`config.mk`:
```
export PLATFORM = sky130hd
export DESIGN_NAME = arcf_cell_filter
export DESIGN_NICKNAME = d
export VERILOG_FILES = /design/src/rtl/arcf_pkg.sv /design/src/rtl/arcf_cell_filter.sv
export SDC_FILE = /design/constraint.sdc
export NUM_CORES = 1
export LEC_CHECK = 0
export BUFFER_PORTS_ARGS = -buffer_cell sky130_fd_sc_hd__buf_2
export CAP_MARGIN = 40
export CORE_MARGIN = 2
export CORE_UTILIZATION = 50
export CTS_BUF_LIST = sky130_fd_sc_hd__clkbuf_4 sky130_fd_sc_hd__clkbuf_8 sky130_fd_sc_hd__clkbuf_16
export DETAILED_ROUTE_END_ITERATION = 12
export GPL_TIMING_DRIVEN = 0
export PLACE_DENSITY = 0.7
export SETUP_SLACK_MARGIN = 0.4
export SYNTH_ARGS = -nofsm -noshare
export SYNTH_HDL_FRONTEND = slang
export SYNTH_SLANG_ARGS = --single-unit
```
`constraint.sdc`:
```
create_clock -name mclk -period 21.5 [get_ports mclk]
set_input_delay 4.3 -clock mclk [delete_from_list [all_inputs] [get_ports mclk]]
set_output_delay 4.3 -clock mclk [all_outputs]
set_load 0.01 [all_outputs]
```
`src/rtl/arcf_pkg.sv`:
```
// Constants shared by the receive cell filter.
package arcf_pkg;
  // ----------------------------------------------------------------
  // Register map
  // ----------------------------------------------------------------
  localparam logic [7:0] REG_CFG = 8'h00;
  localparam logic [7:0] REG_DEL = 8'h04;
  localparam logic [7:0] REG_PORT = 8'h08;
  localparam logic [7:0] REG_STAT = 8'h0C;
  localparam int CFG_DETONLY = 0;
  localparam int CFG_NODISC = 1;
  localparam int CFG_COSET = 8;
  localparam int CFG_ALPHA = 16;
  localparam int CFG_DELTA = 20;
  localparam int DEL_MATCH = 0;
  localparam int DEL_MASK = 8;
  localparam int PORT_MODE = 0;
  localparam int PORT_ACT = 2;
  localparam int PORT_DSOFF = 3;
  localparam int PORT_DELEN = 4;
  localparam int PORT_CDIS = 5;
  localparam logic [7:0] COSET_RST = 8'h55;
  localparam logic [3:0] ALPHA_RST = 4'h7;
  localparam logic [3:0] DELTA_RST = 4'h6;
  localparam logic [7:0] MATCH_RST = 8'h01;
  localparam logic [7:0] MASK_RST = 8'h00;
  // ----------------------------------------------------------------
  // Modes, states and timing
  // ----------------------------------------------------------------
  localparam logic [1:0] MODE_INACTIVE = 2'h0;
  localparam logic [1:0] MODE_STANDBY = 2'h2;
  localparam logic [7:0] HEC_POLY = 8'h07;
  localparam logic [5:0] POS_HEC = 6'h04;
  localparam logic [5:0] POS_PL0 = 6'h05;
  localparam logic [5:0] POS_LAST = 6'h34;
  localparam int CLK_NS = 100;
  localparam int ACT_HOLD_NS = 250000;
  localparam int ACT_HOLD_CYC = (ACT_HOLD_NS + CLK_NS - 1) / CLK_NS;
  typedef enum logic [2:0] {HUNT = 3'b001, PRESYNC = 3'b010, SYNC = 3'b100} arcf_delin_e;
  typedef enum logic [1:0] {CORR = 2'b01, DET = 2'b10} arcf_hec_e;
endpackage

```
`src/rtl/arcf_cell_filter.sv`:
```
// Receive cell filter: delineation, HEC check, descrambling, cell deletion.
//
// Function
// - Correction mode repairs single-bit header errors.
// - Drop multi-bit errors, or any in detection.
// - Config bit selects detection-only HEC algorithm.
// - No-discard forwards errored cells unless PORT_CDIS is set on the port, flags UDF bit7.
// - Per-port switchable x43+1 payload descrambler.
// - Delete match on eight header bits, rest zero.
// - Mask bits make compared bits don't-care.
// - Per-port enable for cell deletion.
// - Inactive port takes no framer data.
// - Active port stores cells, queues their addresses.
// - Standby port delineates but writes nothing.
// - Discard octets while delineation is not SYNC.
// - Remove coset from HEC before syndrome.
// - Syndrome over four octets, x8+x2+x+1, zero start.
//
// Design decisions made here: the address map and the strobed register port.
`timescale 1ns/1ps
module arcf_cell_filter #(
  parameter int SLOT_W = 4
) (
  input wire logic mclk, // 10 MHz core clock
  input wire logic resetn, // Asynchronous reset, active low
  input wire logic [7:0] regAddr, // Register byte address
  input wire logic [31:0] regWdata, // Register write data
  input wire logic regWr, // Write strobe
  input wire logic regRd, // Read strobe
  output logic [31:0] regRdata, // Read data, cycle after strobe
  input wire logic [7:0] frOctet, // Framer octet pins
  input wire logic frToggle, // Toggles once per framer octet
  output logic hdrWrite, // Header of a kept cell
  output logic [31:0] hdrData, // Corrected header octets 1..4
  output logic bufWrite, // Payload octet write
  output logic [5:0] bufIdx, // Payload octet index 0..47
  output logic [7:0] bufData, // Descrambled payload octet
  output logic [SLOT_W-1:0] bufSlot, // Buffer slot of the cell
  output logic queuePush, // Stored cell address to output queue
  output logic [SLOT_W-1:0] queueSlot, // Slot of the pushed cell
  output logic [7:0] queueUdf // UDF octet for the cell
);
  // ----------------------------------------------------------------
  // Reset release and pin synchronisers
  // ----------------------------------------------------------------
  logic [1:0] rstSync;
  logic rstn;
  logic [7:0] octS1, octS2;
  logic tgS1, tgS2, tgS3;
  always_ff @(posedge mclk or negedge resetn) begin
    if (!resetn) rstSync <= 2'h0;
    else rstSync <= {rstSync[0], 1'b1};
  end
  assign rstn = rstSync[1];
  always_ff @(posedge mclk or negedge rstn) begin
    if (!rstn) begin
      octS1 <= 8'h00;
      octS2 <= 8'h00;
      {tgS1, tgS2, tgS3} <= 3'h0;
    end else begin
      octS1 <= frOctet;
      octS2 <= octS1;
      {tgS1, tgS2, tgS3} <= {frToggle, tgS1, tgS2};
    end
  end

  // ----------------------------------------------------------------
  // Functions
  // ----------------------------------------------------------------
  function automatic logic [7:0] crc32(input logic [31:0] d);
    logic [7:0] c;
    c = 8'h00;
    for (int i = 31; i >= 0; i--) begin
      c = {c[6:0], 1'b0} ^ ((c[7] ^ d[i]) ? arcf_pkg::HEC_POLY : 8'h00);
    end
    return c;
  endfunction
  // Constant syndrome table folded by synthesis: one hit per error bit.
  function automatic logic [39:0] fixMask(input logic [7:0] s);
    logic [39:0] m, e;
    m = 40'h0;
    for (int i = 0; i < 40; i++) begin
      e = 40'h1 << i;
      if ((crc32(e[39:8]) ^ e[7:0]) == s && s != 8'h00) m[i] = 1'b1;
    end
    return m;
  endfunction
  function automatic logic [50:0] descr(input logic [42:0] st, input logic [7:0] d);
    logic [42:0] s;
    logic [7:0] o;
    s = st;
    o = 8'h00;
    for (int b = 7; b >= 0; b--) begin
      o[b] = d[b] ^ s[42];
      s = {s[41:0], d[b]};
    end
    return {s, o};
  endfunction

  // ----------------------------------------------------------------
  // Registers
  // ----------------------------------------------------------------
  logic detOnly, noDisc, dsOff, delEn, cellDis, portAct, portReady;
  logic [7:0] coset, delMatch, delMask;
  logic [3:0] alpha, delta;
  logic [1:0] chMode;
  logic [11:0] actCnt;
  arcf_pkg::arcf_delin_e delin;
  arcf_pkg::arcf_hec_e hecSt;
  wire [31:0] cfgWord = {8'h00, delta, alpha, coset, 6'h00, noDisc, detOnly};
  wire [31:0] delWord = {16'h0000, delMask, delMatch};
  wire [31:0] portWord = {26'h0, cellDis, delEn, dsOff, portAct, chMode};
  wire [31:0] statWord = {27'h0, portReady, hecSt == arcf_pkg::DET, delin};
  wire [31:0] rdMux = (regAddr == arcf_pkg::REG_CFG) ? cfgWord :
                      (regAddr == arcf_pkg::REG_DEL) ? delWord :
                      (regAddr == arcf_pkg::REG_PORT) ? portWord :
                      (regAddr == arcf_pkg::REG_STAT) ? statWord : 32'h0;
  always_ff @(posedge mclk or negedge rstn) begin
    if (!rstn) begin
      {detOnly, noDisc, dsOff, delEn, cellDis, portAct} <= 6'h00;
      coset <= arcf_pkg::COSET_RST;
      alpha <= arcf_pkg::ALPHA_RST;
      delta <= arcf_pkg::DELTA_RST;
      delMatch <= arcf_pkg::MATCH_RST;
      delMask <= arcf_pkg::MASK_RST;
      chMode <= arcf_pkg::MODE_INACTIVE;
      regRdata <= 32'h0;
    end else begin
      regRdata <= regRd ? rdMux : 32'h0;
      if (regWr && regAddr == arcf_pkg::REG_CFG) begin
        detOnly <= regWdata[arcf_pkg::CFG_DETONLY];
        noDisc <= regWdata[arcf_pkg::CFG_NODISC];
        coset <= regWdata[arcf_pkg::CFG_COSET +: 8];
        alpha <= regWdata[arcf_pkg::CFG_ALPHA +: 4];
        delta <= regWdata[arcf_pkg::CFG_DELTA +: 4];
      end
      if (regWr && regAddr == arcf_pkg::REG_DEL) begin
        delMatch <= regWdata[arcf_pkg::DEL_MATCH +: 8];
        delMask <= regWdata[arcf_pkg::DEL_MASK +: 8];
      end
      if (regWr && regAddr == arcf_pkg::REG_PORT) begin
        chMode <= regWdata[arcf_pkg::PORT_MODE +: 2];
        portAct <= regWdata[arcf_pkg::PORT_ACT];
        dsOff <= regWdata[arcf_pkg::PORT_DSOFF];
        delEn <= regWdata[arcf_pkg::PORT_DELEN];
        cellDis <= regWdata[arcf_pkg::PORT_CDIS];
      end
    end
  end

  // ----------------------------------------------------------------
  // Port activation: the hold step resets the port before it may run
  // ----------------------------------------------------------------
  always_ff @(posedge mclk or negedge rstn) begin
    if (!rstn) begin
      actCnt <= 12'h000;
      portReady <= 1'b0;
    end else if (!portAct) begin
      actCnt <= 12'h000;
      portReady <= 1'b0;
    end else if (chMode == arcf_pkg::MODE_INACTIVE && !portReady) begin
      actCnt <= actCnt + 12'h001;
      portReady <= (actCnt == 12'(arcf_pkg::ACT_HOLD_CYC - 1));
    end
  end
  wire portOn = portAct && portReady && chMode != arcf_pkg::MODE_INACTIVE;
  wire active = portOn && chMode[0];
  wire newOct = (tgS2 ^ tgS3) && portOn;

  // ----------------------------------------------------------------
  // Header check on the latest five octets
  // ----------------------------------------------------------------
  logic [31:0] win;
  logic [5:0] pos;
  logic [4:0] dCnt;
  logic [42:0] dsState;
  logic cellKeep, cellErr;
  wire [31:0] hdr = win;
  wire [7:0] syn = crc32(hdr) ^ octS2 ^ coset;
  wire hecOk = (syn == 8'h00);
  wire [39:0] fix = fixMask(syn);
  wire [31:0] fixHdr = fix[39:8];
  wire detMode = detOnly || hecSt == arcf_pkg::DET;
  wire correctable = !detMode && (fix != 40'h0);
  wire [31:0] outHdr = correctable ? hdr ^ fix[39:8] : hdr;
  wire [7:0] cmpBits = {outHdr[31:28], outHdr[3:0]};
  wire delHit = delEn && ((cmpBits ^ delMatch) & ~delMask) == 8'h00
                && outHdr[27:4] == 24'h0;
  wire hdrBad = !hecOk && !correctable;
  wire evalHdr = newOct && delin == arcf_pkg::SYNC && pos == arcf_pkg::POS_HEC;
  wire drop = (hdrBad && (!noDisc || cellDis)) || delHit || !active;
  wire payload = newOct && delin == arcf_pkg::SYNC && pos >= arcf_pkg::POS_PL0;
  wire [50:0] ds = descr(dsState, octS2);
  wire [4:0] dInc = dCnt + 5'h01;

  // ----------------------------------------------------------------
  // Cell delineation
  // ----------------------------------------------------------------
  always_ff @(posedge mclk or negedge rstn) begin
    if (!rstn) begin
      delin <= arcf_pkg::HUNT;
      pos <= 6'h00;
      dCnt <= 5'h00;
      win <= 32'h0;
    end else if (!portOn) begin
      delin <= arcf_pkg::HUNT;
      dCnt <= 5'h00;
    end else if (newOct) begin
      win <= {win[23:0], octS2};
      pos <= (pos == arcf_pkg::POS_LAST) ? 6'h00 : pos + 6'h01;
      unique case (delin)
        arcf_pkg::HUNT: begin
          if (hecOk) begin
            delin <= arcf_pkg::PRESYNC;
            pos <= arcf_pkg::POS_PL0;
            dCnt <= 5'h00;
          end
        end
        arcf_pkg::PRESYNC: begin
          if (pos == arcf_pkg::POS_HEC && !hecOk) delin <= arcf_pkg::HUNT;
          else if (pos == arcf_pkg::POS_HEC) begin
            dCnt <= (dInc >= {1'b0, delta}) ? 5'h00 : dInc;
            if (dInc >= {1'b0, delta}) delin <= arcf_pkg::SYNC;
          end
        end
        arcf_pkg::SYNC: begin
          if (pos == arcf_pkg::POS_HEC) begin
            dCnt <= (hecOk || dInc >= {1'b0, alpha}) ? 5'h00 : dInc;
            if (!hecOk && dInc >= {1'b0, alpha}) delin <= arcf_pkg::HUNT;
          end
        end
      endcase
    end
  end

  // ----------------------------------------------------------------
  // HEC mode machine and cell output
  // ----------------------------------------------------------------
  always_ff @(posedge mclk or negedge rstn) begin
    if (!rstn) hecSt <= arcf_pkg::CORR;
    else if (detOnly) hecSt <= arcf_pkg::DET;
    else if (delin != arcf_pkg::SYNC) hecSt <= arcf_pkg::CORR;
    else if (evalHdr) hecSt <= hecOk ? arcf_pkg::CORR : arcf_pkg::DET;
  end
  // Descrambler state follows every payload octet, kept or not, so that
  // it stays locked to the line even across dropped cells.
  always_ff @(posedge mclk or negedge rstn) begin
    if (!rstn) begin
      dsState <= 43'h0;
      {cellKeep, cellErr, hdrWrite, bufWrite, queuePush} <= 5'h00;
      hdrData <= 32'h0;
      bufIdx <= 6'h00;
      bufData <= 8'h00;
      bufSlot <= '0;
      queueSlot <= '0;
      queueUdf <= 8'h00;
    end else begin
      hdrWrite <= evalHdr && !drop;
      bufWrite <= payload && cellKeep;
      queuePush <= payload && cellKeep && pos == arcf_pkg::POS_LAST;
      if (delin != arcf_pkg::SYNC || !active) cellKeep <= 1'b0;
      if (evalHdr) begin
        cellKeep <= !drop;
        cellErr <= !hecOk && noDisc;
        hdrData <= outHdr;
      end
      if (payload) begin
        dsState <= ds[50:8];
        bufData <= dsOff ? octS2 : ds[7:0];
        bufIdx <= pos - arcf_pkg::POS_PL0;
      end
      if (payload && cellKeep && pos == arcf_pkg::POS_LAST) begin
        queueSlot <= bufSlot;
        queueUdf <= {cellErr, 7'h00};
        bufSlot <= bufSlot + 1'b1;
      end
    end
  end
endmodule // arcf_cell_filter

```
==> flow_summary.toml <==
[worst_setup_path]
crit_required_ns = 21.93
r2r_slack_ns = 16.23
cp-start-kind = "input port"
critPathKind = "input port to flop"
slowest_stage = "clkbuf_1"
worst_ep_arrival_time_ns = 6.71
crit_fanout = 10
crit_start = "regAddr[5]"
crit_end = "noDisc"
r2r-start = "hdr[28]"
path_depth = 7
cp_num_buf_inv = 2
cp-end-kind = "flop"
max_stage_delay_ns = 0.56
r2r_cells = 15
cp_common_cell = "nor3_1"
crit_family = "simple AND/OR/NAND/NOR gates"
timing.rr.end = "cellKeep"
cp_cell_sequence = "buf_2 > or4_1 > nor3_1 > nand2_1 > nor3_1 > clkbuf_1 > mux2_2"

[layout]
fillers = 2375
nets = 1671
area_growth_pct = 15.5
fin_area_um2 = 15800
layout-drive-gt1-share_pct = 18.6

[clock_tree]
cts_buffers = 27
hold_buffers = 0
clk_latency_ns = 0.55
clk_path_buf_depth = 3
cts_tree = "built"
h-tree-depth = 1
post_cts_resized = 0
root_buffer = "clkbuf_16"
clkTransAtPathRegs_ns = 0.06
cts.sinks = 249
postCtsSetupRepairBufs = 0

[detailed_routing]
vias = 10929
vias_per_cell = 5.55
routed_wl_um = 36200
drtPass1Iterations = 5
wire_per_inst_um = 18.4
drt-initial-drc-count = 1064
drcViolationCount = 0
drtAntennaViolNets = 0

[yosys]
synth.largest_area_cell = "dfrtp_1"
synth_area_um2 = 13600
synth_ff_type = "dfrtp_1"
yosys-top-cells-count = "367 x nand2_1, 237 x dfrtp_1, 98 x xnor2_1, 83 x nor2_1, 63 x clkbuf_1"
synth_most_common_cell = "nand2_1"
synth_cell_type_count = 85
async_reset_ff_share_pct = 100
syn_inst = 1430
synth_enable_flop_cells = 0
synth_area_leaders = "dfrtp_1 43%, nand2_1 10%, xnor2_1 6.3%"
ys_ff_latch = 249
syn_area_per_cell_um2 = 9.54
yosysTopAreaCellShare_pct = 43.5
ys_seq_area_share_pct = 45.8
synth_warnings = 0

[floorplanning]
dieHeight_um = 169
die_x_um = 169
row_count = 60
io_pins = 150
initial_core_util_pct = 50.8
dieArea_um2 = 28600
core_region_area_um2 = 26900

[timing]
fin_crit_sh_pct = 29.2
finalSetupTns_ns = 0
hold_ws_ns = 0.347
setup_viol = 0
rsz0062_at_grt = "no"
fmax_mhz = 159
worst_pin_slew_ns = 0.874
setup_ws_ns = 15.22
hold_violations = 0
drv_slew = 0
skew_ns = 0.0136
fin_crit_ns = 6.28
relSlewSlack_pct = 41.3

[placed_design]
pre_cts_slack_ns = 14.65
portBuffers = 125
gp_congestion = 0.967
dpl-instance-area_um2 = 14900
hpwl_um = 27300

[global_route]
grt.overflow.total = 0
grt.total_usage_pct = 25.5
grt_pass1_wl_um = 57600
use_met3_pct = 2.78
grt_antenna_before_repair = 4
grt_max_degree = 68
use_met1_pct = 37.2
first_global_vias = 10421
grt.busiest_layer = "met2"
grt_use_met2_pct = 40.4

[status]
outcome = "completed"

[power_and_ir_drop]
static-leakage-power_nw = 7.78
powerDensity_nw_per_um2 = 64.5
ir_drop_v = 0.0000602

[min_path]
hp-class = "flop to async pin"

[run]
cap_violations = 0
==> kinds of logic (layout without fill, tap and decap cells) <==
kind of cell,Yosys count,after routing,synth area share (%)
AO/OA/AOI/OAI,187,187,8.93
multiplexers,64,64,5.59
buffers and inverters,110,290,3.69
adder cells (fa/ha/maj),15,15,1.38
XOR/XNOR,165,165,13.6
other,2,19,0.0550
flip-flops,249,249,45.8
AND/OR/NAND/NOR,638,638,21.0
==> report_power, final <==
group	internal (mW)	leakage, nW	total [mW]	switching [mW]
Combinational	0.0289	3.98	0.0784	0.0495
Sequential	0.476	3.35	0.484	0.00829
Clock	0.266	0.445	0.455	0.189
==> cells in the final DEF (no fill, tap or decap), drive strengths merged, types with 5 or more instances in the layout <==
| master | netlist | layout |
|---|---|---|
| nor4 | 10 | 10 |
| ha | 15 | 15 |
| o21a | 5 | 5 |
| nand2b | 15 | 15 |
| xnor2 | 105 | 105 |
| nor3 | 34 | 34 |
| nand2 | 367 | 367 |
| mux4 | 6 | 6 |
| a21oi | 29 | 29 |
| a22oi | 11 | 11 |
| dfrtp | 237 | 237 |
| nor2 | 85 | 85 |
| nand3 | 34 | 34 |
| a211oi | 6 | 6 |
| inv | 16 | 17 |
| nor2b | 20 | 20 |
| conb | 2 | 16 |
| buf | 31 | 161 |
| nand3b | 7 | 7 |
| o221ai | 6 | 6 |
| or3 | 7 | 7 |
| xnor3 | 19 | 19 |
| dfstp | 12 | 12 |
| mux2 | 38 | 38 |
| xor2 | 38 | 38 |
| a21o | 5 | 5 |
| o22ai | 13 | 13 |
| and3 | 9 | 9 |
| mux2i | 20 | 20 |
| and2 | 21 | 21 |
| clkbuf | 63 | 106 |
| o21ai | 73 | 73 |
| nand4 | 11 | 11 |
==> per-stage QoR <==
stage / util, % / std cells / total power, mW
final: 58.7 / 1968 / 1.02
after CTS: 58.6 / 1965 / 1.03
after global routing: 58.7 / 1967 / 1.05
after global placement: 54.9 / 1910 / 0.566
after detailed placement: 55.3 / 1915 / 0.570
after floorplan: - / 1444 / 0.544
==> worst min-delay path by stage <==
stage                      endpoint  slack (ns)  depth (start not counted)
after global placement     octS2[5]        0.33                          0
after global routing       octS2[2]        0.35                          0
final                     bufIdx[1]        0.35                          0
after detailed placement   octS2[3]        0.34                          0
after floorplan            octS2[0]        0.33                          0
after CTS                  octS2[3]        0.35                          0
==> sequential cells by signal, indices dropped and copies added, names as in the netlist, 2 cells and up <==
signal,flops
dsState,43
hdrData,32
hdr,32
regRdata,24
actCnt,12
bufData,8
coset,8
delMask,8
delMatch,8
octS1,8
octS2,8
bufIdx,6
pos,6
dCnt,5
alpha,4
bufSlot,4
delta,4
queueSlot,4
delin,3
chMode,2
hecSt,2
rstSync,2
==> area by class of cell <==
type | instances | area (µm²) | share of cell area, %
Antenna cell | 3 | 7.51 | 0.0476
Buffer | 94 | 443 | 2.81
Clock buffer | 43 | 827 | 5.25
Clock inverter | 7 | 62.6 | 0.397
Inverter | 16 | 60.1 | 0.381
Multi-Input combinational cell | 1085 | 6950 | 44.1
Sequential cell | 249 | 6250 | 39.6
Tap cell | 341 | 427 | 2.71
Timing Repair Buffer | 130 | 741 | 4.70
==> metal layers <==
metal	share of wire [%]	wire length (µm)	vias up
met5	0.036	13	-
met4	2.8	1030	2
met3	5.5	2000	80
met2	45	16400	363
met1	46	16700	5345
li1	-	-	5139
(Power assumes the default switching activity.)
